===== src/rtl/lit_pkg.sv =====
// Package for the link transceiver: symbol layout, flit type and timing.
// Assumes a single core clock of 100 MHz; LIT_SYM_CYC derives from it.
package lit_pkg;
    localparam int LIT_SYM_W = 9;
    localparam int LIT_BYTES = 4;
    localparam int LIT_FLIT_W = LIT_SYM_W * LIT_BYTES;
    localparam int LIT_CLK_PS = 10000;
    localparam int LIT_DATA_PERIOD_PS = 2000;
    localparam int LIT_WORD_PERIOD_PS = 8000;
    // Symbol periods fold to at least one core cycle.
    localparam int LIT_SYM_CYC = (LIT_DATA_PERIOD_PS >= LIT_CLK_PS) ?
        LIT_DATA_PERIOD_PS / LIT_CLK_PS : 1;
    localparam int LIT_SER_LAT = 3;
    localparam int LIT_RX_LAT = 8;
    localparam int LIT_SKEW_MAX = 3;
    localparam int LIT_ALIGN_CYC = 16;
    localparam logic [8:0] LIT_TRAIN_SYM = 9'h1BC;
    localparam logic [1:0] LIT_SYNC_RST = 2'h0;

    typedef struct packed {
        logic [LIT_SYM_W-1:0] sym;
        logic valid;
    } lit_sym_t;

    typedef struct packed {
        logic [LIT_BYTES-1:0][LIT_SYM_W-1:0] data;
    } lit_flit_t;

    typedef enum logic [1:0] {
        LIT_TIMING,
        LIT_OPERATING
    } lit_rx_state_t;
endpackage


===== src/rtl/lit_xcvr.sv =====
// Byte-wide full-duplex link transceiver: sender serializer, cable
// receiver with timing and operating states, local receiver deserializer.
// Assumes link clocks arrive as plain pins sampled by ref_clk.
`timescale 1ns/1ps
module lit_xcvr
    import lit_pkg::*;
(
    // Clock and reset.
    input wire logic ref_clk,
    input wire logic rst,
    // Word input from the local chip.
    input wire lit_pkg::lit_flit_t tx_flit,
    input wire logic tx_valid,
    output logic tx_ready,
    // Cable side transmit lines and forwarded clock.
    output logic [lit_pkg::LIT_SYM_W-1:0] cab_tx_data,
    output logic cab_tx_clk,
    // Cable side receive lines and clock.
    input wire logic [lit_pkg::LIT_SYM_W-1:0] cab_rx_data,
    input wire logic cab_rx_clk,
    // Local side transmit lines toward the local chip.
    output logic [lit_pkg::LIT_SYM_W-1:0] loc_tx_data,
    output logic loc_tx_clk,
    output logic loc_tx_valid,
    // Local side receive lines and forwarded clock.
    input wire logic [lit_pkg::LIT_SYM_W-1:0] loc_rx_data,
    input wire logic loc_rx_clk,
    // Deserialized flit output.
    output lit_pkg::lit_flit_t rx_flit,
    output logic rx_valid,
    input wire logic rx_ready,
    // Cable receiver status.
    output logic cab_operating
);
    import lit_pkg::*;

    // ---- Sender: buffer, then serializer. ----
    logic [LIT_FLIT_W-1:0] sb_data;
    logic sb_valid;
    logic sb_ready;
    logic [1:0] ser_idx;
    logic ser_busy;
    lit_flit_t ser_word;
    logic [1:0] ser_lat;

    lit_buf2 #(.WIDTH(LIT_FLIT_W)) u_tx_buf (
        .ref_clk(ref_clk),
        .rst(rst),
        .in_valid(tx_valid),
        .in_ready(tx_ready),
        .in_data(tx_flit),
        .out_valid(sb_valid),
        .out_ready(sb_ready),
        .out_data(sb_data)
    );

    // A new word is taken when the serializer is idle or as the last byte of the old one leaves.
    wire ser_last = ser_busy && (ser_idx == 2'h3);
    assign sb_ready = !ser_busy || ser_last;
    wire ser_take = sb_valid && sb_ready;

    // Serializer: two cycles of pipeline plus the output flop make
    // three cycles from acceptance to the first byte on the line.
    always_ff @(posedge ref_clk or posedge rst) begin
        if (rst) begin
            ser_busy <= 1'b0;
            ser_idx <= 2'h0;
            ser_word <= '0;
            ser_lat <= 2'h0;
        end else if (ser_take) begin
            ser_busy <= 1'b1;
            ser_word <= lit_flit_t'(sb_data);
            ser_idx <= 2'h0;
            ser_lat <= 2'(LIT_SER_LAT - 2);
        end else if (ser_lat != 2'h0) begin
            ser_lat <= ser_lat - 2'h1;
        end else if (ser_busy) begin
            ser_idx <= ser_idx + 2'h1;
            ser_busy <= !ser_last;
        end
    end

    wire ser_emit = ser_busy && (ser_lat == 2'h0);

    // Line driver flop; idle sends the training symbol.
    always_ff @(posedge ref_clk or posedge rst) begin
        if (rst) begin
            cab_tx_data <= LIT_TRAIN_SYM;
            cab_tx_clk <= 1'b0;
        end else begin
            cab_tx_data <= ser_emit ? ser_word.data[ser_idx]
                                    : LIT_TRAIN_SYM;
            cab_tx_clk <= ~cab_tx_clk;
        end
    end

    // ---- Cable receiver. ----
    // Two-flop synchronizers on every cable line and its clock.
    logic [LIT_SYM_W:0] crx_s1;
    logic [LIT_SYM_W:0] crx_s2;
    logic crx_clk_d;
    always_ff @(posedge ref_clk or posedge rst) begin
        if (rst) begin
            crx_s1 <= '0;
            crx_s2 <= '0;
            crx_clk_d <= 1'b0;
        end else begin
            crx_s1 <= {cab_rx_clk, cab_rx_data};
            crx_s2 <= crx_s1;
            crx_clk_d <= crx_s2[LIT_SYM_W];
        end
    end
    wire crx_edge = crx_s2[LIT_SYM_W] ^ crx_clk_d;

    // Per-line history and delay select: up to three symbols of skew.
    logic [LIT_SYM_W-1:0][LIT_SKEW_MAX:0] line_hist;
    logic [LIT_SYM_W-1:0][1:0] line_dly;
    logic [LIT_SYM_W-1:0] line_ok;
    logic [LIT_SYM_W-1:0] aligned;
    logic [LIT_SYM_W-1:0] lone_miss;
    lit_rx_state_t crx_state;
    logic [4:0] align_cnt;
    logic [LIT_SYM_W-1:0] train_bits;
    assign train_bits = LIT_TRAIN_SYM;

    genvar gl;
    generate
        for (gl = 0; gl < LIT_SYM_W; gl++) begin : g_line
            assign aligned[gl] = line_hist[gl][line_dly[gl]];
            assign line_ok[gl] = aligned[gl] == train_bits[gl];
            // Outside timing, only a line that alone misses an idle symbol
            // is trimmed, so data words do not walk the taps. A data word
            // one bit away from idle still looks like drift: a limitation.
            assign lone_miss[gl] = !line_ok[gl] &&
                                   (&(line_ok | (LIT_SYM_W'(1) << gl)));
            always_ff @(posedge ref_clk or posedge rst) begin
                if (rst) begin
                    line_hist[gl] <= '0;
                    line_dly[gl] <= 2'h0;
                end else if (crx_edge) begin
                    line_hist[gl] <= {line_hist[gl][LIT_SKEW_MAX-1:0],
                                      crx_s2[gl]};
                    // One step on any miss in timing, one-step trim on a lone miss in operating.
                    if (!line_ok[gl] && crx_state == LIT_TIMING) begin
                        line_dly[gl] <= line_dly[gl] + 2'h1;
                    end else if (lone_miss[gl]) begin
                        line_dly[gl] <= line_dly[gl] + 2'h1;
                    end
                end
            end
        end
    endgenerate

    // State machine: leave timing after a run of aligned training symbols.
    // The operating state never falls back; drift is only trimmed.
    always_ff @(posedge ref_clk or posedge rst) begin
        if (rst) begin
            crx_state <= LIT_TIMING;
            align_cnt <= 5'h0;
        end else if (crx_edge) begin
            unique case (crx_state)
                LIT_TIMING: begin
                    if (&line_ok) begin
                        align_cnt <= align_cnt + 5'h1;
                    end else begin
                        align_cnt <= 5'h0;
                    end
                    if (align_cnt == 5'(LIT_ALIGN_CYC - 1)) begin
                        crx_state <= LIT_OPERATING;
                        align_cnt <= 5'h0;
                    end
                end
                LIT_OPERATING: begin
                    align_cnt <= 5'h0;
                end
            endcase
        end
    end

    // Latency pipe: sync, edge detect, history and the tick take four
    // cycles, this four more. The tick waits until the history holds the
    // symbol that raised it, so a zero-tap line passes the newest symbol.
    localparam int PIPE_N = LIT_RX_LAT - 4;
    logic [PIPE_N-1:0][LIT_SYM_W:0] crx_pipe;
    logic crx_tick;
    wire crx_new = crx_edge && (crx_state == LIT_OPERATING);
    always_ff @(posedge ref_clk or posedge rst) begin
        if (rst) begin
            crx_tick <= 1'b0;
            crx_pipe <= '0;
        end else begin
            crx_tick <= crx_new;
            crx_pipe <= {crx_pipe[PIPE_N-2:0], {crx_tick, aligned}};
        end
    end

    // Local transmit flops: invalid until operating. The forwarded clock
    // toggles with each symbol passed, so the local chip can sample on it.
    wire loc_sym = crx_pipe[PIPE_N-1][LIT_SYM_W] &&
                   (crx_state == LIT_OPERATING);
    always_ff @(posedge ref_clk or posedge rst) begin
        if (rst) begin
            loc_tx_data <= '0;
            loc_tx_valid <= 1'b0;
            loc_tx_clk <= 1'b0;
            cab_operating <= 1'b0;
        end else begin
            loc_tx_data <= crx_pipe[PIPE_N-1][LIT_SYM_W-1:0];
            loc_tx_valid <= loc_sym;
            loc_tx_clk <= loc_tx_clk ^ loc_sym;
            cab_operating <= (crx_state == LIT_OPERATING);
        end
    end

    // ---- Local receiver. ----
    logic [LIT_SYM_W:0] lrx_s1;
    logic [LIT_SYM_W:0] lrx_s2;
    logic [LIT_SYM_W-1:0] lrx_s3;
    logic lrx_clk_d;
    always_ff @(posedge ref_clk or posedge rst) begin
        if (rst) begin
            lrx_s1 <= '0;
            lrx_s2 <= '0;
            lrx_s3 <= '0;
            lrx_clk_d <= 1'b0;
        end else begin
            lrx_s1 <= {loc_rx_clk, loc_rx_data};
            lrx_s2 <= lrx_s1;
            lrx_s3 <= lrx_s2[LIT_SYM_W-1:0];
            lrx_clk_d <= lrx_s2[LIT_SYM_W];
        end
    end
    // Data is taken from the same sample that showed the clock edge; lrx_s3 delays it to meet lrx_take.
    wire lrx_edge = lrx_s2[LIT_SYM_W] ^ lrx_clk_d;
    logic lrx_take;
    logic [1:0] lrx_idx;
    lit_flit_t lrx_word;
    logic rb_valid;
    logic [LIT_FLIT_W-1:0] rb_data;

    always_ff @(posedge ref_clk or posedge rst) begin
        if (rst) begin
            lrx_take <= 1'b0;
            lrx_idx <= 2'h0;
            lrx_word <= '0;
            rb_valid <= 1'b0;
        end else begin
            lrx_take <= lrx_edge;
            rb_valid <= 1'b0;
            if (lrx_take) begin
                lrx_word.data[lrx_idx] <= lrx_s3;
                lrx_idx <= lrx_idx + 2'h1;
                rb_valid <= (lrx_idx == 2'h3);
            end
        end
    end
    // The buffer write lags one cycle so the fourth byte is included.
    assign rb_data = lrx_word;

    logic [LIT_FLIT_W-1:0] rx_out;
    logic rx_out_valid;
    lit_buf2 #(.WIDTH(LIT_FLIT_W)) u_rx_buf (
        .ref_clk(ref_clk),
        .rst(rst),
        .in_valid(rb_valid),
        .in_ready(),
        .in_data(rb_data),
        .out_valid(rx_out_valid),
        .out_ready(rx_ready),
        .out_data(rx_out)
    );
    // With no backward path on the local lines a full buffer drops flits;
    // two entries absorb a short receiver stall.
    assign rx_flit = lit_flit_t'(rx_out);
    assign rx_valid = rx_out_valid;
endmodule


===== src/rtl/lit_buf2.sv =====
// Two-entry valid/ready buffer.
// Assumes both sides run on the core clock.
`timescale 1ns/1ps
module lit_buf2 #(
    parameter int WIDTH = 36
) (
    // Clock and reset.
    input wire logic ref_clk,
    input wire logic rst,
    // Filling side.
    input wire logic in_valid,
    output logic in_ready,
    input wire logic [WIDTH-1:0] in_data,
    // Draining side.
    output logic out_valid,
    input wire logic out_ready,
    output logic [WIDTH-1:0] out_data
);
    logic [1:0][WIDTH-1:0] mem;
    logic rd_ptr;
    logic wr_ptr;
    logic [1:0] count;
    wire push = in_valid && in_ready;
    wire pop = out_valid && out_ready;

    // Full and empty come straight from the occupancy count.
    assign in_ready = (count != 2'h2);
    assign out_valid = (count != 2'h0);
    assign out_data = mem[rd_ptr];

    // Pointer and count update.
    always_ff @(posedge ref_clk or posedge rst) begin
        if (rst) begin
            rd_ptr <= 1'b0;
            wr_ptr <= 1'b0;
            count <= 2'h0;
        end else begin
            if (push) begin
                wr_ptr <= ~wr_ptr;
            end
            if (pop) begin
                rd_ptr <= ~rd_ptr;
            end
            count <= count + {1'b0, push} - {1'b0, pop};
        end
    end

    // Storage is written without reset; the count guards its reads.
    always_ff @(posedge ref_clk) begin
        if (push) begin
            mem[wr_ptr] <= in_data;
        end
    end
endmodule


===== config.mk =====
export PLATFORM = sky130hd
export DESIGN_NAME = lit_xcvr
export DESIGN_NICKNAME = d
export VERILOG_FILES = /design/src/rtl/lit_pkg.sv /design/src/rtl/lit_xcvr.sv /design/src/rtl/lit_buf2.sv
export SDC_FILE = /design/constraint.sdc
export NUM_CORES = 1
export LEC_CHECK = 0
export ABC_AREA = 1
export BUFFER_PORTS_ARGS = -buffer_cell sky130_fd_sc_hd__clkbuf_2
export CELL_PAD_IN_SITES_DETAIL_PLACEMENT = 1
export CELL_PAD_IN_SITES_GLOBAL_PLACEMENT = 2
export CORE_ASPECT_RATIO = 0.8
export CORE_MARGIN = 5
export CORE_UTILIZATION = 43
export CTS_CLUSTER_SIZE = 12
export DETAILED_ROUTE_END_ITERATION = 12
export PLACE_DENSITY_LB_ADDON = 0.1
export SYNTH_ARGS = -nofsm -noshare
export SYNTH_HDL_FRONTEND = slang
export SYNTH_SLANG_ARGS = --single-unit
export TNS_END_PERCENT = 50

===== constraint.sdc =====
create_clock -name ref_clk -period 14.45 [get_ports ref_clk]
set_clock_uncertainty 0.15 [all_clocks]
set_input_delay 2.1675 -clock ref_clk [delete_from_list [all_inputs] [get_ports ref_clk]]
set_output_delay 2.1675 -clock ref_clk [all_outputs]
set_load 0.01 [all_outputs]

After elaboration in Yosys (flattened, before gate mapping)
Cells that the tools add are included.

word-level totals
  bits in registers = 407
  bits in latches = 0
  RAM bits = 0
  bits in read-only memories = 0
  input port bits = 60
  output and inout port bits = 60
  logic and storage cells = 253
  memories = 0

operators by class
  $add $sub $neg = 17
  multiply operators = 0
  div/mod/pow operators = 0
  order comparisons = 18
  equality and inequality tests = 6
  shifts and indexed selects = 0
  multiplexer cells = 64
  bitwise logic cells = 11
  reductions and logical operators = 75

operators by type and width
  kind                                                        count
  two-way mux 36 bit                                          6
  bitwise mux 72 bit                                          2
  demux 36 bit (select 1 bit)                                 2
  AND reduction 8 bit                                         9
  two-way mux 2 bit                                           23
  bitwise mux 36 bit                                          1
  less-than comparator 2 x 3 -> 1 bit, second input constant  11
  logical AND 1 bit                                           29
  nonzero test 2 bit                                          14
  two-way mux 9 bit                                           3
  adder 2 x 1 -> 2 bit, second input constant                 11
  AND reduction 2 bit                                         10
  binary-select mux 1 bit (select 2 bit)                      9
  binary-select mux 9 bit (select 2 bit)                      1
  demux 9 bit (select 2 bit)                                  1
  two-way mux 1 bit                                           13
  two-way mux 5 bit                                           2
  case mux 5 bit (2 select lines)                             1
  AND reduction 9 bit                                         1
  logical NOT 1 bit                                           8
  less-than comparator 1 x 2 -> 1 bit, second input constant  4
  inverter 1 bit                                              8
  adder 5 x 1 -> 5 bit, second input constant                 1
  equality test 5 x 4 -> 1 bit, second input constant         1
  12 further kinds                                            20

Logic depth before layout (Yosys ltp)
  depth in word-level cells = 7
  gate-level depth with buffers = 11
  mapped depth without buffers = 11

Hierarchy
From an unflattened synthesis, not the netlist that was laid out.

unflattened totals
  cells, all modules = 1360
  area total of the unflattened synthesis = 15197.1 um^2

by module, submodules not included
  module    times used  cells each  area an instance (um^2)  seq. area each (um^2)
  lit_xcvr  1           920         9466.6                   6388.6
  lit_buf2  2           220         2865.2                   2262.2

Worst setup path before layout
Ideal clock, no wire load.

  path kind = in2reg
  from = input port tx_valid
  to = register u_tx_buf.mem[36] (netlist bit), enable pin
  library setup time = 0.431 ns
  arrival = 3.797 ns
  required time = 13.869 ns
  slack = 10.072 ns
  cell stages on the path = 2
  path buffers = 0
  cell sequence = nand2_1 -> nor2_1

between the ends
  cells in the longest elaborated chain, start to end = 1

RTL lines
  item                             RTL line        RTL
  from (decl)                      lit_xcvr.sv:13  input wire logic tx_valid,
  logical AND 1 bit                lit_buf2.sv:23  wire push = in_valid && in_ready;
  to (signal, indexed assignment)  lit_buf2.sv:51  mem[wr_ptr] <= in_data;
  to (decl)                        lit_buf2.sv:19  logic [1:0][WIDTH-1:0] mem;

No other way between the ends.
A chain may end at the register's enable or synchronous reset.

==> summary.md <==
| Metric | Value |
|---|---|
| Most area-consuming cells after synthesis | dfrtp_1, edfxtp_1, nand2_1 |
| Commonest cells in the netlist | nand2_1, dfrtp_1, edfxtp_1 |
| DRC violations left | 0 |
| Post-synth EDFFs | 144 |
| First-pass GRT wire length | 50.95 mm |
| Post-layout nets | 1,502 |
| Setup Fix Bufs, Post-CTS | 0 |
| Syn Nets | 1,370 |
| Crit share post-route | 0.3108 |
| LEAKAGE | 8.089 nW |
| Initial Utilization | 0.4342 |
| Crit path DAT | 2170 ps |
| Vias in the first global route | 9,578 |
| Final WL | 30.89 mm |
| GP Congestion | 0.7421 |
| Initial antenna violation count | 0 |
| Largest net degree at the start of global routing | 113 |
| CP required | 12,130 ps |
| Post-cts resize count | 0 |
| Slew @ Worst Pin | 1062 ps |
| RSZ-0062 raised after global routing | no |
| Yosys top cell by area | dfrtp_1 |
| Hold WC Path Type | flip-flop to flip-flop |
| Fin crit period | 4491 ps |
| Yosys cell types | 29 |
| Non-filler instance count after layout | 1,934 |
| Highest achievable clock rate | 222.7 MHz |
| Syn_area_per_cell | 11.56 sq um |
| Post-synth ARST share | 0.6462 |
| Routed WL per cell | 15.97 um |
| Max-cap violations | 0 |
| Worst skew pair latency | 540 ps |
| Final hold vios | 0 |
| Post-Place Cells | 1,857 |
| Drt pass-1 iters | 5 |
| Hold slack | 191.7 ps |
| Status | finished, final reports clean |
| Die ar. | 38,770 sq um |
| CP Launch Type | flip-flop |
| Worst slew margin | 0.2915 |
| Vias post-DR | 9,183 |
| Final core area utilization | 0.5053 |
| Crit Path Max Fanout | 37 |
| Core box area | 34,570 sq um |
| DRT iter0 DRCs | 417 |
| Final setup fails | 0 |
| Total power | 3.681 mW |
| I/O Buffers | 119 |
| Ys flop type | dfrtp_1 |
| Slew Limit Fails | 0 |
| Final setup TNS | 0 ps |
| Top-count cell post-synth | nand2_1 |
| Fraction of the yosys area taken by sequential cells | 0.7270 |
| Critical path type | flip-flop to output pin |
| GRT Overall Usage | 0.1633 |
| Worst-case clock buffer depth | 3 |
| Crit end category | output pin |
| Yosys warnings | 0 |
| Post-detail-place hpwl | 19.99 mm |
| CTS buffer count | 43 |
| Die X | 218.9 um |
| Area growth from synthesis to layout | 16.40% |
| Synth Cell Area | 15,010 sq um |
| Clk sinks | 407 |
| Die H | 177.1 um |
| Root buffer cell | clkbuf_16 |
| Post-route ant nets | 0 |
| # diodes | 0 |
| CTS tree | yes |
| Hold Buf Count CTS | 0 |
| Boundary pin count | 120 |
| GR Overflow Total | 0 |
| Vias per inst | 4.748 |
| Rows | 61 |
| Share of layout cells above drive strength 1 | 0.1758 |
| Post-synth top area share | 0.4284 |
| Worst IR Drop VDD | 0.00008591 V |
| CTS clk-pin slew, worst paths | 60 ps |
| Syn Inst Count | 1,298 |
| H-Tree Depth | 2 |
| Number of synthesized register bits | 407 |
| PwrDens | 210.7 nW/um^2 |
## state kept, by name, summed over array words and instances (netlist names), 5 cells and up
name	cells
lrx_s3	9
lrx_word	36
align_cnt	5
crx_s1	10
cab_tx_data	9
crx_s2	10
ser_word	36
line_dly	18
lrx_s1	10
lrx_s2	10
u_rx_buf.mem	72
loc_tx_data	9
line_hist	36
crx_pipe	40
u_tx_buf.mem	72
## metrics by stage
stage | setup slack (ps) | area, sq um
detailed placement | 9366 | 16130
floorplan | 4902 | 15010
global placement | 9386 | 16130
finish | 9959 | 17470
global route | 9636 | 17470
CTS | 9879 | 17470
## layout make-up
type,count,area (sq um)
clock inverters,6,73.82
multi-input cells,701,3393
repair buffers,129,670.6
inverters,148,563.0
well taps,472,590.6
clock buffers,71,1266
fillers,3705,17100
flip-flops and latches,407,10910
## metal layers
layer	track usage	wire length, um	vias up
met5	0	0	-
met4	0.03610	489	0
met3	0.03301	1228	44
met2	0.2549	13980	119
met1	0.2395	15190	4553
li1	-	-	4467
## power breakdown
part / total (mW) / internal, mW / switching (mW)
logic: 0.912 / 0.286 / 0.625
clock network: 1.05 / 0.616 / 0.430
registers: 1.72 / 1.55 / 0.172
## cells by family after synthesis
logic type | synth area share
flops | 0.7270
fa+ha+maj | 0.01000
buf+inv | 0.04826
xor+xnor | 0.005835
compound gates | 0.06860
simple gates | 0.1403
## final timing paths
kind | from | end | slack, ps | cells after the start
setup / recovery | u_rx_buf.rd_ptr | rx_flit[29] | 9960 | 5
hold / removal | crx_pipe[24] | crx_pipe[34] | 190 | 0
setup reg to reg | ser_idx[1] | ser_idx[0] | 11900 | 7
hold reg to reg | crx_pipe[24] | crx_pipe[34] | 190 | 0
max in group asynchronous | rst | crx_s2[8] | 10120 | 4
min in group asynchronous | rst | loc_tx_data[2] | 1620 | 2
## cell usage in the layout, fill, tap and decap left out, types with 20 or more instances in the layout
cell type	Yosys	routed
nand3_1	35	35
nand2_1	368	368
a21oi_1	23	23
clkbuf_1	27	20
clkbuf_2	0	119
edfxtp_1	144	144
nor2_1	28	24
clkbuf_16	0	44
dfrtp_1	257	256
o21ai_0	142	142
inv_1	137	136
nand2_2	23	23
## critical path, stage by stage (launching register included)
cell	delay (ps)
dfrtp_1	370
buf_4	250
inv_2	540
nand2_1	140
nand2_1	150
clkbuf_2	150
Note: power is estimated with default switching activity, not from simulation.
